==> src/inc/bdi_cfg.svh <==
`ifndef BDI_CFG_SVH
`define BDI_CFG_SVH
// register map
`define BDI_ADDR_STATUS 4'h0
`define BDI_ADDR_CTRL 4'h4
`define BDI_ADDR_SIR 4'h8
`define BDI_CTRL_CLR_WAKE 0
`define BDI_CTRL_CLR_BERR 1
`define BDI_CTRL_CMP_EN 2
`define BDI_CTRL_RST 3'h4
`define BDI_RESP_OKAY 2'h0
`define BDI_RESP_SLVERR 2'h2
// input bit positions in the synchroniser vector
`define BDI_IN_TX 0
`define BDI_IN_GATE 1
`define BDI_IN_GUARD 2
`define BDI_IN_STANDBY_SELECT_LOW 3
`define BDI_IN_EN 4
`define BDI_IN_IDLE 5
`define BDI_IN_DATA 6
`define BDI_IN_WAKEL 7
`define BDI_IN_WAKER 8
`define BDI_IN_IOOK 9
`define BDI_IN_VBATOK 10
`define BDI_IN_VCCOK 11
`define BDI_IN_W 12
// timing
`define BDI_CLK_NS 10
`define BDI_FILT_NS 1000
`define BDI_FILT_CYC ((`BDI_FILT_NS + `BDI_CLK_NS - 1) / `BDI_CLK_NS)
`define BDI_WAKE_NS 500
`define BDI_WAKE_CYC ((`BDI_WAKE_NS + `BDI_CLK_NS - 1) / `BDI_CLK_NS)
`define BDI_GTS_NS 200
`define BDI_GTS_CYC ((`BDI_GTS_NS + `BDI_CLK_NS - 1) / `BDI_CLK_NS)
`define BDI_CMP_CYC 4
`endif

==> src/inc/bdi_pkg.sv <==
package bdi_pkg;
   typedef enum logic [2:0] {MD_FULL, MD_LISTEN, MD_STANDBY, MD_GTS, MD_SLEEP} bdi_mode_t;
   typedef struct packed {
      logic [11:0] in1;
      logic [11:0] in2;
      logic [1:0] selCand;
      logic [1:0] selStable;
      logic [7:0] filtCnt;
      bdi_mode_t mode;
      logic [7:0] gtsCnt;
      logic [7:0] wakeLCnt;
      logic [7:0] wakeRCnt;
      logic wakeLoc;
      logic wakeRem;
      logic [3:0] mmCnt;
      logic busErr;
      logic [2:0] ctrl;
      logic rxd;
      logic act;
      logic flt;
      logic regulator_control_out;
      logic drvEn;
      logic drvData;
      logic awready;
      logic wready;
      logic bvalid;
      logic [1:0] bresp;
      logic arready;
      logic rvalid;
      logic [31:0] rdata;
      logic [1:0] rresp;
   } bdi_state_t;
endpackage : bdi_pkg

==> src/core/bdi_top.sv <==
// The AXI4-Lite register port and the register offsets were decided locally.
`timescale 1ns/1ps
`include "bdi_cfg.svh"
// Overview of operation
// RULE1 - receiver works only in full-operation and listen-only modes
// RULE2 - non-low-power: receive output high for Data_1 or Idle, low for Data_0
// RULE3 - low-power modes ignore transmit data and transmit gate
// RULE4 - standby and sleep: receive and activity outputs low while wake flag set
// RULE5 - io supply loss forces activity low and guardian gate to default
// RULE6 - guardian gate low disables the transmitter regardless of other inputs
// RULE7 - guardian gate only matters in full-operation mode
// RULE8 - full operation, gate low, guardian high: send transmit bit; otherwise Idle
// RULE9 - non-low-power: activity high while bus Idle, low during data
// RULE10 - io supply loss forces fault low and mode selects to defaults
// RULE11 - mode selects pass a filter before the mode machine
// RULE12 - decode select pair into full, listen, sleep entry then sleep, standby
// RULE13 - wake detection runs in every mode
// RULE14 - wake inputs filtered against glitches and floating levels
// RULE15 - all supplies monitored, undervoltage reported on fault output
// RULE16 - bus data compared to transmit data, mismatch flagged as bus failure
// RULE17 - comparison runs only in full-operation mode
// RULE18 - host can read the status shift register
// RULE19 - unconnected inputs default: tx low, gate high, guardian low, selects low
// RULE20 - controller keeps transmit data low when asserting the transmit gate
// RULE21 - selects must stay stable for the filter time or mode is kept
// RULE22 - all digital inputs synchronised before use
// RULE23 - reset holds mode and status at standby default
module bdi_top
   import bdi_pkg::*;
(
   input wire logic clk_sys,
   input wire logic nrst,
   input wire logic txData,
   input wire logic transmitGateLow,
   input wire logic guardianGate,
   input wire logic standbySelectLow,
   input wire logic modeSelect,
   input wire logic busIdle,
   input wire logic busData,
   input wire logic wakeLocal,
   input wire logic wakeRemote,
   input wire logic ioSupplyOk,
   input wire logic vbatOk,
   input wire logic vccOk,
   output logic rxDataOut,
   output logic activityLowOut,
   output logic faultLowOut,
   output logic regulatorControlOut,
   output logic busDriveEn,
   output logic busDriveData,
   input wire logic [3:0] s_axi_awaddr,
   input wire logic s_axi_awvalid,
   output logic s_axi_awready,
   input wire logic [31:0] s_axi_wdata,
   input wire logic [3:0] s_axi_wstrb,
   input wire logic s_axi_wvalid,
   output logic s_axi_wready,
   output logic [1:0] s_axi_bresp,
   output logic s_axi_bvalid,
   input wire logic s_axi_bready,
   input wire logic [3:0] s_axi_araddr,
   input wire logic s_axi_arvalid,
   output logic s_axi_arready,
   output logic [31:0] s_axi_rdata,
   output logic [1:0] s_axi_rresp,
   output logic s_axi_rvalid,
   input wire logic s_axi_rready
);
   import bdi_pkg::*;

   localparam logic [7:0] FILT = 8'(`BDI_FILT_CYC);
   localparam logic [7:0] WAKE = 8'(`BDI_WAKE_CYC);
   localparam logic [7:0] GTS = 8'(`BDI_GTS_CYC);
   localparam logic [3:0] CMP = 4'(`BDI_CMP_CYC);

   bdi_state_t q;
   bdi_state_t d;
   logic [11:0] pins;
   logic tx, gate, guard, standby_select_low, en, ioUv, vbatUv, vccUv, lowPow, wakeAny, txOn, mism;
   logic [15:0] status_shift_register;
   logic [31:0] rd;

   function automatic logic [7:0] wakeStep(input logic lvl, input logic [7:0] cnt);
      wakeStep = !lvl ? 8'h00 : (cnt == WAKE ? cnt : cnt + 8'h01);
   endfunction : wakeStep

   function automatic logic isLowPow(input bdi_mode_t m);
      isLowPow = (m != MD_FULL) && (m != MD_LISTEN);
   endfunction : isLowPow

   ////////////////////////////////////////////////////////////////////////////
   // input capture
   assign pins = {vccOk, vbatOk, ioSupplyOk, wakeRemote, wakeLocal, busData, busIdle,
                  modeSelect, standbySelectLow, guardianGate, transmitGateLow, txData};

   ////////////////////////////////////////////////////////////////////////////
   // next state
   always_comb begin
      d = q;
      d.in1 = pins; // RULE22
      d.in2 = q.in1;
      ioUv = !q.in2[`BDI_IN_IOOK]; // RULE15
      vbatUv = !q.in2[`BDI_IN_VBATOK];
      vccUv = !q.in2[`BDI_IN_VCCOK];
      lowPow = isLowPow(q.mode);
      // io supply loss substitutes default input levels
      tx = ioUv ? 1'b0 : q.in2[`BDI_IN_TX]; // RULE19
      gate = ioUv ? 1'b1 : q.in2[`BDI_IN_GATE]; // RULE19
      guard = ioUv ? 1'b0 : q.in2[`BDI_IN_GUARD]; // RULE5
      standby_select_low = ioUv ? 1'b0 : q.in2[`BDI_IN_STANDBY_SELECT_LOW]; // RULE10
      en = ioUv ? 1'b0 : q.in2[`BDI_IN_EN]; // RULE10

      // mode select filter
      if ({standby_select_low, en} != q.selCand) begin // RULE11
         d.selCand = {standby_select_low, en};
         d.filtCnt = 8'h00;
      end else if (q.filtCnt < FILT - 8'h01) begin
         d.filtCnt = q.filtCnt + 8'h01;
      end else begin
         d.selStable = q.selCand; // RULE21
      end

      // wake detection, all modes
      d.wakeLCnt = wakeStep(q.in2[`BDI_IN_WAKEL], q.wakeLCnt); // RULE13
      d.wakeRCnt = wakeStep(q.in2[`BDI_IN_WAKER], q.wakeRCnt); // RULE13
      if (q.ctrl[`BDI_CTRL_CLR_WAKE]) begin
         d.wakeLoc = 1'b0;
         d.wakeRem = 1'b0;
      end
      if (q.wakeLCnt == WAKE - 8'h01 && q.in2[`BDI_IN_WAKEL]) begin // RULE14
         d.wakeLoc = 1'b1;
      end
      if (q.wakeRCnt == WAKE - 8'h01 && q.in2[`BDI_IN_WAKER]) begin // RULE14
         d.wakeRem = 1'b1;
      end
      wakeAny = q.wakeLoc || q.wakeRem;

      // mode machine
      d.gtsCnt = 8'h00;
      case (q.selStable) // RULE12
         2'b11: begin
            d.mode = MD_FULL;
         end
         2'b10: begin
            d.mode = MD_LISTEN;
         end
         2'b01: begin
            if (wakeAny) begin
               d.mode = MD_STANDBY;
            end else if (q.mode == MD_SLEEP) begin
               d.mode = MD_SLEEP;
            end else if (q.mode != MD_GTS) begin
               d.mode = MD_GTS;
            end else if (q.gtsCnt < GTS - 8'h01) begin
               d.gtsCnt = q.gtsCnt + 8'h01;
            end else begin
               d.mode = MD_SLEEP;
            end
         end
         default: begin
            d.mode = MD_STANDBY;
         end
      endcase

      // transmit gating
      txOn = (q.mode == MD_FULL) && !gate && guard; // RULE6 RULE7 RULE3 RULE20
      d.drvEn = txOn; // RULE8
      d.drvData = txOn && tx; // RULE8

      // bus failure comparison
      mism = q.drvEn && (q.in2[`BDI_IN_IDLE] || (q.in2[`BDI_IN_DATA] != q.drvData));
      if (q.mode == MD_FULL && q.ctrl[`BDI_CTRL_CMP_EN] && mism) begin // RULE17
         d.mmCnt = (q.mmCnt == CMP) ? q.mmCnt : q.mmCnt + 4'h1;
      end else begin
         d.mmCnt = 4'h0;
      end
      if (q.ctrl[`BDI_CTRL_CLR_BERR]) begin
         d.busErr = 1'b0;
      end
      if (q.mmCnt == CMP - 4'h1 && d.mmCnt == CMP) begin // RULE16
         d.busErr = 1'b1;
      end

      // receive and activity outputs
      if (ioUv) begin
         d.rxd = 1'b0;
         d.act = 1'b0; // RULE5
      end else if (lowPow) begin
         d.rxd = !wakeAny; // RULE4 RULE1
         d.act = !wakeAny; // RULE4
      end else begin
         d.rxd = q.in2[`BDI_IN_IDLE] || q.in2[`BDI_IN_DATA]; // RULE2
         d.act = q.in2[`BDI_IN_IDLE]; // RULE9
      end
      d.flt = !(ioUv || vbatUv || vccUv || q.busErr); // RULE10 RULE15 RULE16
      d.regulator_control_out = (q.mode != MD_SLEEP);

      // register bus, write channel
      d.ctrl[`BDI_CTRL_CLR_WAKE] = 1'b0;
      d.ctrl[`BDI_CTRL_CLR_BERR] = 1'b0;
      d.awready = s_axi_awvalid && s_axi_wvalid && !q.awready && !q.bvalid;
      d.wready = d.awready;
      if (q.awready) begin
         d.bvalid = 1'b1;
         d.bresp = `BDI_RESP_OKAY;
         if (s_axi_awaddr == `BDI_ADDR_CTRL) begin
            if (s_axi_wstrb[0]) begin
               d.ctrl = s_axi_wdata[2:0];
            end
         end else if (s_axi_awaddr != `BDI_ADDR_STATUS && s_axi_awaddr != `BDI_ADDR_SIR) begin
            d.bresp = `BDI_RESP_SLVERR;
         end
      end else if (q.bvalid && s_axi_bready) begin
         d.bvalid = 1'b0;
      end

      // register bus, read channel
      status_shift_register = ~{1'b0, standby_select_low, en, q.wakeLoc, !d.flt, ioUv, vccUv, vbatUv, 3'h0,
              q.busErr, 1'b0, 1'b0, q.wakeRem, q.wakeLoc}; // RULE18
      status_shift_register[15] = ^status_shift_register[14:0];
      case (s_axi_araddr)
         `BDI_ADDR_STATUS: begin
            rd = {24'h000000, vccUv, vbatUv, ioUv, q.busErr, wakeAny, q.mode};
         end
         `BDI_ADDR_CTRL: begin
            rd = {29'h00000000, q.ctrl};
         end
         `BDI_ADDR_SIR: begin
            rd = {16'h0000, status_shift_register}; // RULE18
         end
         default: begin
            rd = 32'h00000000;
         end
      endcase
      d.arready = s_axi_arvalid && !q.arready && !q.rvalid;
      if (q.arready) begin
         d.rvalid = 1'b1;
         d.rdata = rd;
         d.rresp = (s_axi_araddr > `BDI_ADDR_SIR || s_axi_araddr[1:0] != 2'h0) ?
                   `BDI_RESP_SLVERR : `BDI_RESP_OKAY;
      end else if (q.rvalid && s_axi_rready) begin
         d.rvalid = 1'b0;
      end
   end

   ////////////////////////////////////////////////////////////////////////////
   // state register
   always_ff @(posedge clk_sys or negedge nrst) begin
      if (!nrst) begin
         q <= '0;
         q.mode <= MD_STANDBY; // RULE23
         q.ctrl <= `BDI_CTRL_RST;
         q.rxd <= 1'b1;
         q.act <= 1'b1;
         q.regulator_control_out <= 1'b1;
      end else begin
         q <= d;
      end
   end

   assign rxDataOut = q.rxd;
   assign activityLowOut = q.act;
   assign faultLowOut = q.flt;
   assign regulatorControlOut = q.regulator_control_out;
   assign busDriveEn = q.drvEn;
   assign busDriveData = q.drvData;
   assign s_axi_awready = q.awready;
   assign s_axi_wready = q.wready;
   assign s_axi_bvalid = q.bvalid;
   assign s_axi_bresp = q.bresp;
   assign s_axi_arready = q.arready;
   assign s_axi_rvalid = q.rvalid;
   assign s_axi_rdata = q.rdata;
   assign s_axi_rresp = q.rresp;
endmodule : bdi_top

==> config.mk <==
export PLATFORM = sky130hd
export DESIGN_NAME = bdi_top
export DESIGN_NICKNAME = d
export VERILOG_FILES = /design/src/inc/bdi_pkg.sv /design/src/core/bdi_top.sv
export VERILOG_INCLUDE_DIRS = /design/src /design/src/inc
export SDC_FILE = /design/constraint.sdc
export NUM_CORES = 1
export LEC_CHECK = 0
export BUFFER_PORTS_ARGS = -buffer_cell sky130_fd_sc_hd__buf_4
export CAP_MARGIN = 5
export CORE_MARGIN = 3
export CORE_UTILIZATION = 24
export DETAILED_ROUTE_END_ITERATION = 8
export PLACE_DENSITY_LB_ADDON = 0.25
export SLEW_MARGIN = 25
export SYNTH_ARGS = -nofsm -noshare
export SYNTH_HDL_FRONTEND = slang
export SYNTH_SLANG_ARGS = --single-unit
==> constraint.sdc <==
create_clock -name clk_sys -period 2.2 [get_ports clk_sys]
set_input_delay 0.44 -clock clk_sys [delete_from_list [all_inputs] [get_ports clk_sys]]
set_output_delay 0.44 -clock clk_sys [all_outputs]
set_load 0.02 [all_outputs]
=== After elaboration in Yosys (flattened, before gate mapping) ===
Cells that the tools add are included.

* Add/subtract/negate cells: 5
* $mul: 0
* Div/mod/pow operators: 0
* Magnitude comparators: 3
* Equal/unequal tests: 23
* Shifts and indexed selects: 0
* Mux-type cells: 41
* Bitwise gates (word level): 3
* Reduce and logical (&&, ||, !) cells: 49

{| class="wikitable"
|+ Operator list
! cell !! count
|-
| two-way mux 8 bit || 11
|-
| case mux 16 bit (3 select lines) || 1
|-
| adder 8 x 1 -> 8 bit, second input constant || 4
|-
| equality test 8 x 6 -> 1 bit, second input constant || 4
|-
| logical AND 1 bit || 18
|-
| two-way mux 2 bit || 9
|-
| equality test 4 x 3 -> 1 bit, second input constant || 4
|-
| inverter 15 bit || 1
|-
| XOR reduction 15 bit || 1
|-
| nonzero test 2 bit || 7
|-
| two-way mux 1 bit || 13
|-
| two-way mux 3 bit || 4
|-
| zero test 1 bit || 10
|-
| case mux 3 bit (3 select lines) || 1
|-
| less-than comparator 8 x 5 -> 1 bit, second input constant || 1
|-
| less-than comparator 8 x 7 -> 1 bit, second input constant || 1
|-
| two-way mux 4 bit || 2
|-
| logical OR 1 bit || 7
|-
| != test 5 bit, second input constant || 1
|-
| adder 4 x 1 -> 4 bit, second input constant || 1
|-
| equality test 2 bit, second input constant || 2
|-
| equality test 4 x 2 -> 1 bit, second input constant || 1
|-
| equality test 4 bit, second input constant || 1
|-
| > comparator 4 bit, second input constant || 1
|-
| 16 further kinds || 18
|}

* Bits in registers: 119
* Bits in latches: 0
* Bits in writable memories: 0
* ROM bits: 0
* Bits of input ports: 63
* Output and inout port bits: 47
* Memories kept: 0

=== Depth between registers and ports, before layout ===
Gate-level depths: netlist of run 1.

* Depth after elaboration: 8
* Mapped depth: 7
* Gate-level depth less buffers: 7

=== Worst setup path before layout of run 1 ===
Ideal clock, no wire load.

* Path kind: register to register
* Start point: register q[56] (netlist bit)
* End point: register q, in the netlist s_axi_rdata[15]
* Library setup time: 0.121 ns
* Arrival time: 1.422 ns
* Data required time: 2.079 ns
* Path slack: 0.657 ns
* Cell stages (with the launch flop): 8
* Path buffers: 0
* Path through: dfrtp_1 inv_1 ha_1 xnor2_1 xnor2_1 xnor2_1 xnor2_1 a22o_1

* Word-level cells in the longest chain between the ends: 3

{| class="wikitable"
|+ RTL lines
! what !! line !! text
|-
| from (decl) || bdi_top.sv:76 || <nowiki>bdi_state_t q;</nowiki>
|-
| inverter 15 bit || bdi_top.sv:218 || <nowiki>status_shift_register = ~{1'b0, standby_select_low, en, q.wakeLoc, !d.flt, ioUv, vccUv, vbatUv, 3'h0,</nowiki>
|-
| XOR reduction 15 bit || bdi_top.sv:220 || <nowiki>status_shift_register[15] = ^status_shift_register[14:0];</nowiki>
|-
| case mux 16 bit (3 select lines) || bdi_top.sv:221 || <nowiki>case (s_axi_araddr)</nowiki>
|}

No other way between the ends.
A chain may end at the register's enable or synchronous reset.

=== Worst setup path in the final report of run 1 ===
Ends and elaborated chain as after synthesis.

==> metrics.md, run 1 <==
| Metric | Value |
|---|---|
| Setup Fix Bufs, Post-CTS | `0` |
| Critical path type | `register to register` |
| Clock tree from TritonCTS | `built` |
| Pleak | `2.43 nW` |
| Endpoint class of the critical path | `register` |
| Final Max Slew Viols | `0` |
| Number of enable-type register cells in the synthesized netlist | `0` |
| Post-DR vias/cell | `4.14` |
| Power per cell area | `773 mW/mm²` |
| Antenna violations before repair | `0` |
| Post-Syn Instances | `389` |
| Number of global-route vias before repair | `2875` |
| Maximum number of pins on one net before global-route repair | `52` |
| Placed inst area | `0.00495 mm²` |
| Post-Layout Inst Area | `0.00526 mm²` |
| RSZ-0062 raised after global routing | `false` |
| Wire length of the first global-routing pass | `14.3 mm` |
| Clock network latency to the later pin of the worst-skew pair | `340 ps` |
| Routed length per instance | `12.5 µm` |
| Sequential cell area fraction in the yosys report | `57.6%` |
| Master of the slowest instance on the critical path | `dfrtp_1` |
| Final clock period utilization by the worst path | `76.7%` |
| GRT Util Overall | `8.87%` |
| Commonest register cell after synthesis | `dfrtp_1` |
| Final count of negative-setup-slack endpoints | `0` |
| Die extent in y | `141 µm` |
| Met2 wire len | `3.79 mm` |
| GR Overflow Total | `0` |
| R2r startpoint | `q[56]` |
| Share of layout cells above drive strength 1 | `19.7%` |
| Endpoints failing hold | `0` |
| Yosys synthesis warning count | `0` |
| FMAX | `593 MHz` |
| Row cnt | `48` |
| Number of storage elements in the synthesis netlist | `101` |
| Top reg by flops | `q` |
| Hold crit path type | `input port to asynchronous set/reset pin` |
| Crit path top cell by count | `xnor2_1` |
| Worst reg2reg path depth | `7` |
| I/O pin total | `110` |
| Starting Density | `25.0%` |
| MaxCap Viol Count | `0` |
| Buffer depth of the longest clock path | `2` |
| Residual DRC | `0` |
| Post-route ant nets | `0` |
| Worst path required time | `2430 ps` |
| Post-synthesis to final-layout area growth | `19.5%` |
| Total clock buffers created by CTS | `9` |
| Sum of internal, switching and leakage power | `4.06 mW` |
| Time the worst path needs with I/O delays and setup | `1690 ps` |
| Critical path destination | `s_axi_rdata[15]` |
| Setup clock skew after layout | `6.66 ps` |
| Relative slew slack | `65.7%` |
| Violation count after the first detailed-routing iteration | `100` |
| Run status | `complete, no violations` |
| Total via count in the routed design | `2776` |
| Max reg flops | `61` |
| Sum of negative setup slack | `0 ps` |
| Critical path startpoint | `q[56]` |
| Post-cts hold buffer count | `0` |
| Metal-1 WL | `3.87 mm` |
| First-pass detailed-route iteration total | `4` |
| Largest fanout on the critical path | `5` |
| Final core utilization | `29.9%` |
| CP max stage delay | `360 ps` |
| Die extent in x | `141 µm` |
| Synthesized area per cell | `11.3 µm²` |
| Worst vdd rail ir drop | `0.365 mV` |
| Post-synth ARST share | `100%` |
| Cells resized by post-CTS repair | `0` |
| Clock slew at reported path FFs | `70 ps` |
| CTS HTree Levels | `3` |
| Nets | `515` |
| List of cells traversed by the critical path | `inv_1, ha_1, xnor2_1, xnor2_1, xnor2_1, xnor2_1, a22o_1` |
| Critical path launch point type | `register` |
| Die area | `0.0200 mm²` |
| Post-detail-place hpwl | `6.13 mm` |
| Distinct cells, synth | `47` |
| Total standard cell area after synthesis | `0.00440 mm²` |
| Highest routing layer actually used | `met4` |
| Routability-driven placement congestion ratio | `0.703` |
| Aggregate routed wire length | `8.36 mm` |
| Number of diodes added for antenna fixing | `0` |
| Count of buffers from port buffering | `59` |
| Signal arrival time at the worst endpoint | `1920 ps` |
| Root buffer selected by CTS | `clkbuf_16` |
| Area of the core | `0.0176 mm²` |
| Slack of the worst reg-to-reg path | `510 ps` |
| Capture instance of the worst register-to-register path | `s_axi_rdata[15]` |
| Met3 wire length | `588 µm` |
| Transition time at the pin with the least slew margin | `510 ps` |
| Number of clock sinks seen by CTS | `101` |
-- per-layer routing --
metal,vias to the layer above,global-route usage [%]
met5,-,0
met4,0,2.73
met3,11,3.24
met2,71,14.0
met1,1338,11.4
li1,1356,-
-- layout make-up --
cell class	count	area, µm²
well taps	225	282
flip-flops and latches	101	2530
clock buffers	11	253
fillers	1793	12300
multi-input cells	245	1570
inverters	21	78.8
clock inverters	5	58.8
repair buffers	63	485
-- cell usage in the layout (no fill, tap or decap), types with 3 or more instances in the layout --
cell type / synthesis / layout
dfstp_2: 5 / 5
a22o_1: 6 / 6
mux2i_1: 3 / 3
nor2b_1: 5 / 5
a21oi_1: 5 / 5
ha_1: 11 / 11
nand3b_1: 4 / 4
a21boi_0: 5 / 5
o2bb2ai_1: 4 / 4
nor4bb_1: 3 / 3
dfrtp_1: 96 / 96
nor2_1: 29 / 29
and2_1: 14 / 14
nor3_1: 8 / 8
nor4_1: 3 / 3
conb_1: 1 / 21
o21ai_0: 16 / 16
xor2_1: 9 / 9
nand2b_1: 8 / 8
buf_4: 37 / 62
xnor2_1: 19 / 19
and3_1: 3 / 3
clkbuf_16: 0 / 9
nand4_1: 4 / 4
a31oi_1: 3 / 3
nand2_1: 20 / 20
nand3_1: 18 / 18
inv_1: 21 / 21
-- synthesized netlist by cell type (all sizes together), types with 6 or more instances --
master,instances,share of area (%)
dfrtp,96,55
buf,37,6.3
nor2,30,2.6
inv,21,1.8
nand2,20,1.7
xnor2,19,3.8
nand3,18,2.0
o21ai,16,1.8
and2,14,2.0
ha,11,3.1
xor2,9,1.8
nand2b,8,1.1
nor3,8,0.91
a22o,6,1.2
-- critical path, delay by kind of cell (launching register included) --
kind	cells	cell delay [ps]
AO/OA/AOI/OAI	1	190
XOR/XNOR	4	600
adder cells (fa/ha/maj)	1	270
buffers and inverters	1	150
flip-flops	1	360
-- through the flow --
step | instances | hold WS [ps] | setup WS, ps
finish | 671 | 7.77 | 513
global route | 671 | 22.4 | 374
CTS | 671 | 12.9 | 493
detailed placement | 655 | 336 | 555
global placement | 655 | 333 | 554
floorplan | 409 | 144 | 657
-- kinds of logic after synthesis --
family                     after synthesis  share of synthesized area (%)
and+or+nand+nor                        127                           15.3
other                                    1                         0.0852
xor gates and xnor gates                28                           5.57
DFF                                    101                           57.6
AOI/OAI and AO/OA                       52                           8.39
buffers and inverters                   63                           8.53
muxes                                    6                           1.45
adders and majority gates               11                           3.13
-- how the worst min path moves through the flow --
stage | from | endpoint | cells past startpoint
floorplan | nrst | busDriveData | 0
finish | nrst | d[103] | 1
detailed placement | d[107] | q[107] | 0
global route | nrst | d[103] | 1
global placement | d[104] | q[104] | 0
CTS | nrst | d[103] | 1
-- where the power goes --
part | switching, mW | internal [mW] | leakage [nW] | total (mW)
Sequential | 0.0780 | 1.95 | 1.30 | 2.03
Combinational | 0.238 | 0.173 | 0.977 | 0.412
Clock | 0.679 | 0.944 | 0.148 | 1.62
Total | 0.995 | 3.07 | 2.43 | 4.06
Power figures use the tool's default switching activity.
==> run 2, diff against run 1 <==
clock period = 1.7 ns   (was 2.2 ns; I/O delays follow)
==> run 2 against run 1 <==
Count of clock-buffer cells in the layout down 2. Critical path depth unchanged. Clock skew about the same. Sequential power up 29%. Global-route usage up 0.44 points. Clock power up 37%. Setup slack worse by 400 ps. Sequential share of layout area down 1.1 points. Worst hold slack better by 80 ps. Via count up 3.1%. Die area unchanged.
==> metrics.md, run 2 (same netlist as run 1, synthesis figures left out) <==
| Metric | Value |
|---|---|
| Endpoint class of the critical path | `register` |
| Antenna violations before repair | `0` |
| Placed cells | `666` |
| First-pass detailed-route iteration total | `4` |
| Multi-input combinational cell area | `0.00157 mm²` |
| Clock slew at reported path FFs | `70 ps` |
| Final Max Slew Viols | `0` |
| Share of layout cells above drive strength 1 | `22.1%` |
| Area of the core | `0.0176 mm²` |
| Count of buffers from port buffering | `59` |
| Post-detail-place hpwl | `6.35 mm` |
| Worst path required time | `1950 ps` |
| Final clock period utilization by the worst path | `93.5%` |
| Buffer depth of the longest clock path | `2` |
| Run status | `complete, no violations` |
| Leading cell type in the layout, fill and taps excluded | `dfrtp_1` |
| Maximum number of pins on one net before global-route repair | `33` |
| Final count of negative-setup-slack endpoints | `0` |
| Hold crit path type | `input port to register` |
| Die area | `0.0200 mm²` |
| Area used by sequential logic in the layout | `0.00253 mm²` |
| Critical path type | `register to register` |
| Violation count after the first detailed-routing iteration | `153` |
| Largest fanout on the critical path | `3` |
| MaxCap Viol Count | `0` |
| Residual DRC | `0` |
| Wire length of the first global-routing pass | `14.5 mm` |
| I/O pin total | `110` |
| Signal arrival time at the worst endpoint | `1840 ps` |
| Worst vdd rail ir drop | `0.629 mV` |
| Hold Path Sink | `d[107]` |
| Clock network latency to the later pin of the worst-skew pair | `350 ps` |
| Pleak | `2.49 nW` |
| Total clock buffers created by CTS | `9` |
| Post-route ant nets | `0` |
| Startpoint of the tightest hold check path | `vccOk` |
| Root buffer selected by CTS | `clkbuf_16` |
| Setup clock skew after layout | `6.43 ps` |
| Slack of the worst reg-to-reg path | `110 ps` |
| Placed inst area | `0.00504 mm²` |
| Sum of negative setup slack | `0 ps` |
| Power per cell area | `1000 mW/mm²` |
| Worst reg2reg path depth | `7` |
| Die extent in x | `141 µm` |
| Fill cell instance count of the final layout | `1816` |
| Commonest cells after routing, fill and taps aside | `96 x dfrtp_1, 72 x buf_4, 29 x nor2_1` |
| Capture instance of the worst register-to-register path | `s_axi_rdata[15]` |
| Post-synthesis to final-layout area growth | `22.3%` |
| Endpoints failing hold | `0` |
| Post-DR vias/cell | `4.19` |
| Nets | `527` |
| Top reg by flops | `q` |
| Number of diodes added for antenna fixing | `0` |
| GRT Util Overall | `9.31%` |
| Max reg flops | `61` |
| Time the worst path needs with I/O delays and setup | `1590 ps` |
| Die extent in y | `141 µm` |
| Row cnt | `48` |
| RSZ-0062 raised after global routing | `false` |
| Total via count in the routed design | `2861` |
| Routability-driven placement congestion ratio | `0.753` |
| Count of placed standard cells in the final layout, fillers left out | `683` |
| R2r startpoint | `q[55]` |
| Number of clock sinks seen by CTS | `101` |
| Starting Density | `25.0%` |
| Post-Layout Inst Area | `0.00538 mm²` |
| Critical path launch point type | `register` |
| Routed length per instance | `12.7 µm` |
| GR Overflow Total | `0` |
| CTS HTree Levels | `3` |
| FMAX | `629 MHz` |
| Worst hold path stage count | `1` |
| Aggregate routed wire length | `8.68 mm` |
| Number of global-route vias before repair | `2856` |
| Clock tree from TritonCTS | `built` |
==> run 2: cell count changes in the layout (fill, tap and decap cells not counted) <==
cell           change
buf_12             +1
buf_4             +10
bufinv_16          +1
clkbuf_8           -2
clkinv_2           -1
clkinv_4           -1
clkinvlp_4         +2
dlygate4sd3_1      +1
inv_6              +1
nand2_1            -1
nand2_2            +1
nor3_1             -1
nor3_2             +1
==> run 2: worst max-delay path: stages (launching register included) <==
cell	delay [ps]
dfrtp_1	360
inv_1	100
ha_1	250
xnor2_1	180
xnor2_1	150
xnor2_1	150
xnor2_1	90
a22o_1	190
==> run 2: worst max path at each step <==
stage | from | end | slack, ps
final | q[55] | s_axi_rdata[15] | 110
after global routing | q[84] | q[85] | 1
after CTS | q[68] | q[65] | 100
after detailed placement | q[68] | q[65] | 110
after global placement | q[55] | s_axi_rdata[15] | 100
after floorplan | q[56] | s_axi_rdata[15] | 160
==> run 2: per-layer routing <==
metal / up-vias / wire length [µm] / track usage [%] / share of wire (%)
met4: 0 / 174 / 4.09 / 2.0
met3: 13 / 564 / 3.64 / 6.5
li1: 1387 / - / - / -
met5: - / 0 / 0 / 0
met2: 73 / 3850 / 13.8 / 44
met1: 1388 / 4090 / 12.0 / 47
==> run 2: final cells by class <==
type / count / area share (%)
Inverter: 21 / 1.46
Tap cell: 225 / 5.23
Timing Repair Buffer: 75 / 11.0
Clock inverter: 7 / 1.84
Multi-Input combinational cell: 245 / 29.2
Sequential cell: 101 / 47.1
Clock buffer: 9 / 4.18
==> run 2: repair_timing <==
| item | in CTS | in global routing |
|---|---|---|
| gates resized for setup | 0 | 2 |
| hold buffers | 1 | 0 |
| setup buffers | 0 | 0 |
| hold endpoints to repair | 19 | 0 |
| endpoints found under the setup margin | 0 | 3 |
==> run 2: per-stage QoR <==
stage | utilization (%) | worst slack (ps) | power, mW | hold slack (ps)
after global routing | 30.6 | 0.989 | 5.69 | 59.4
final | 30.6 | 110 | 5.40 | 87.3
after detailed placement | 28.6 | 109 | 3.24 | 277
after global placement | 28.6 | 100 | 3.23 | 273
after CTS | 30.5 | 104 | 5.53 | 63.7
after floorplan | - | 157 | 3.03 | 44.4
==> run 2: where the power goes <==
part | switching, mW | internal (mW)
registers | 0.0946 | 2.52
clock network | 0.925 | 1.29
logic | 0.323 | 0.243
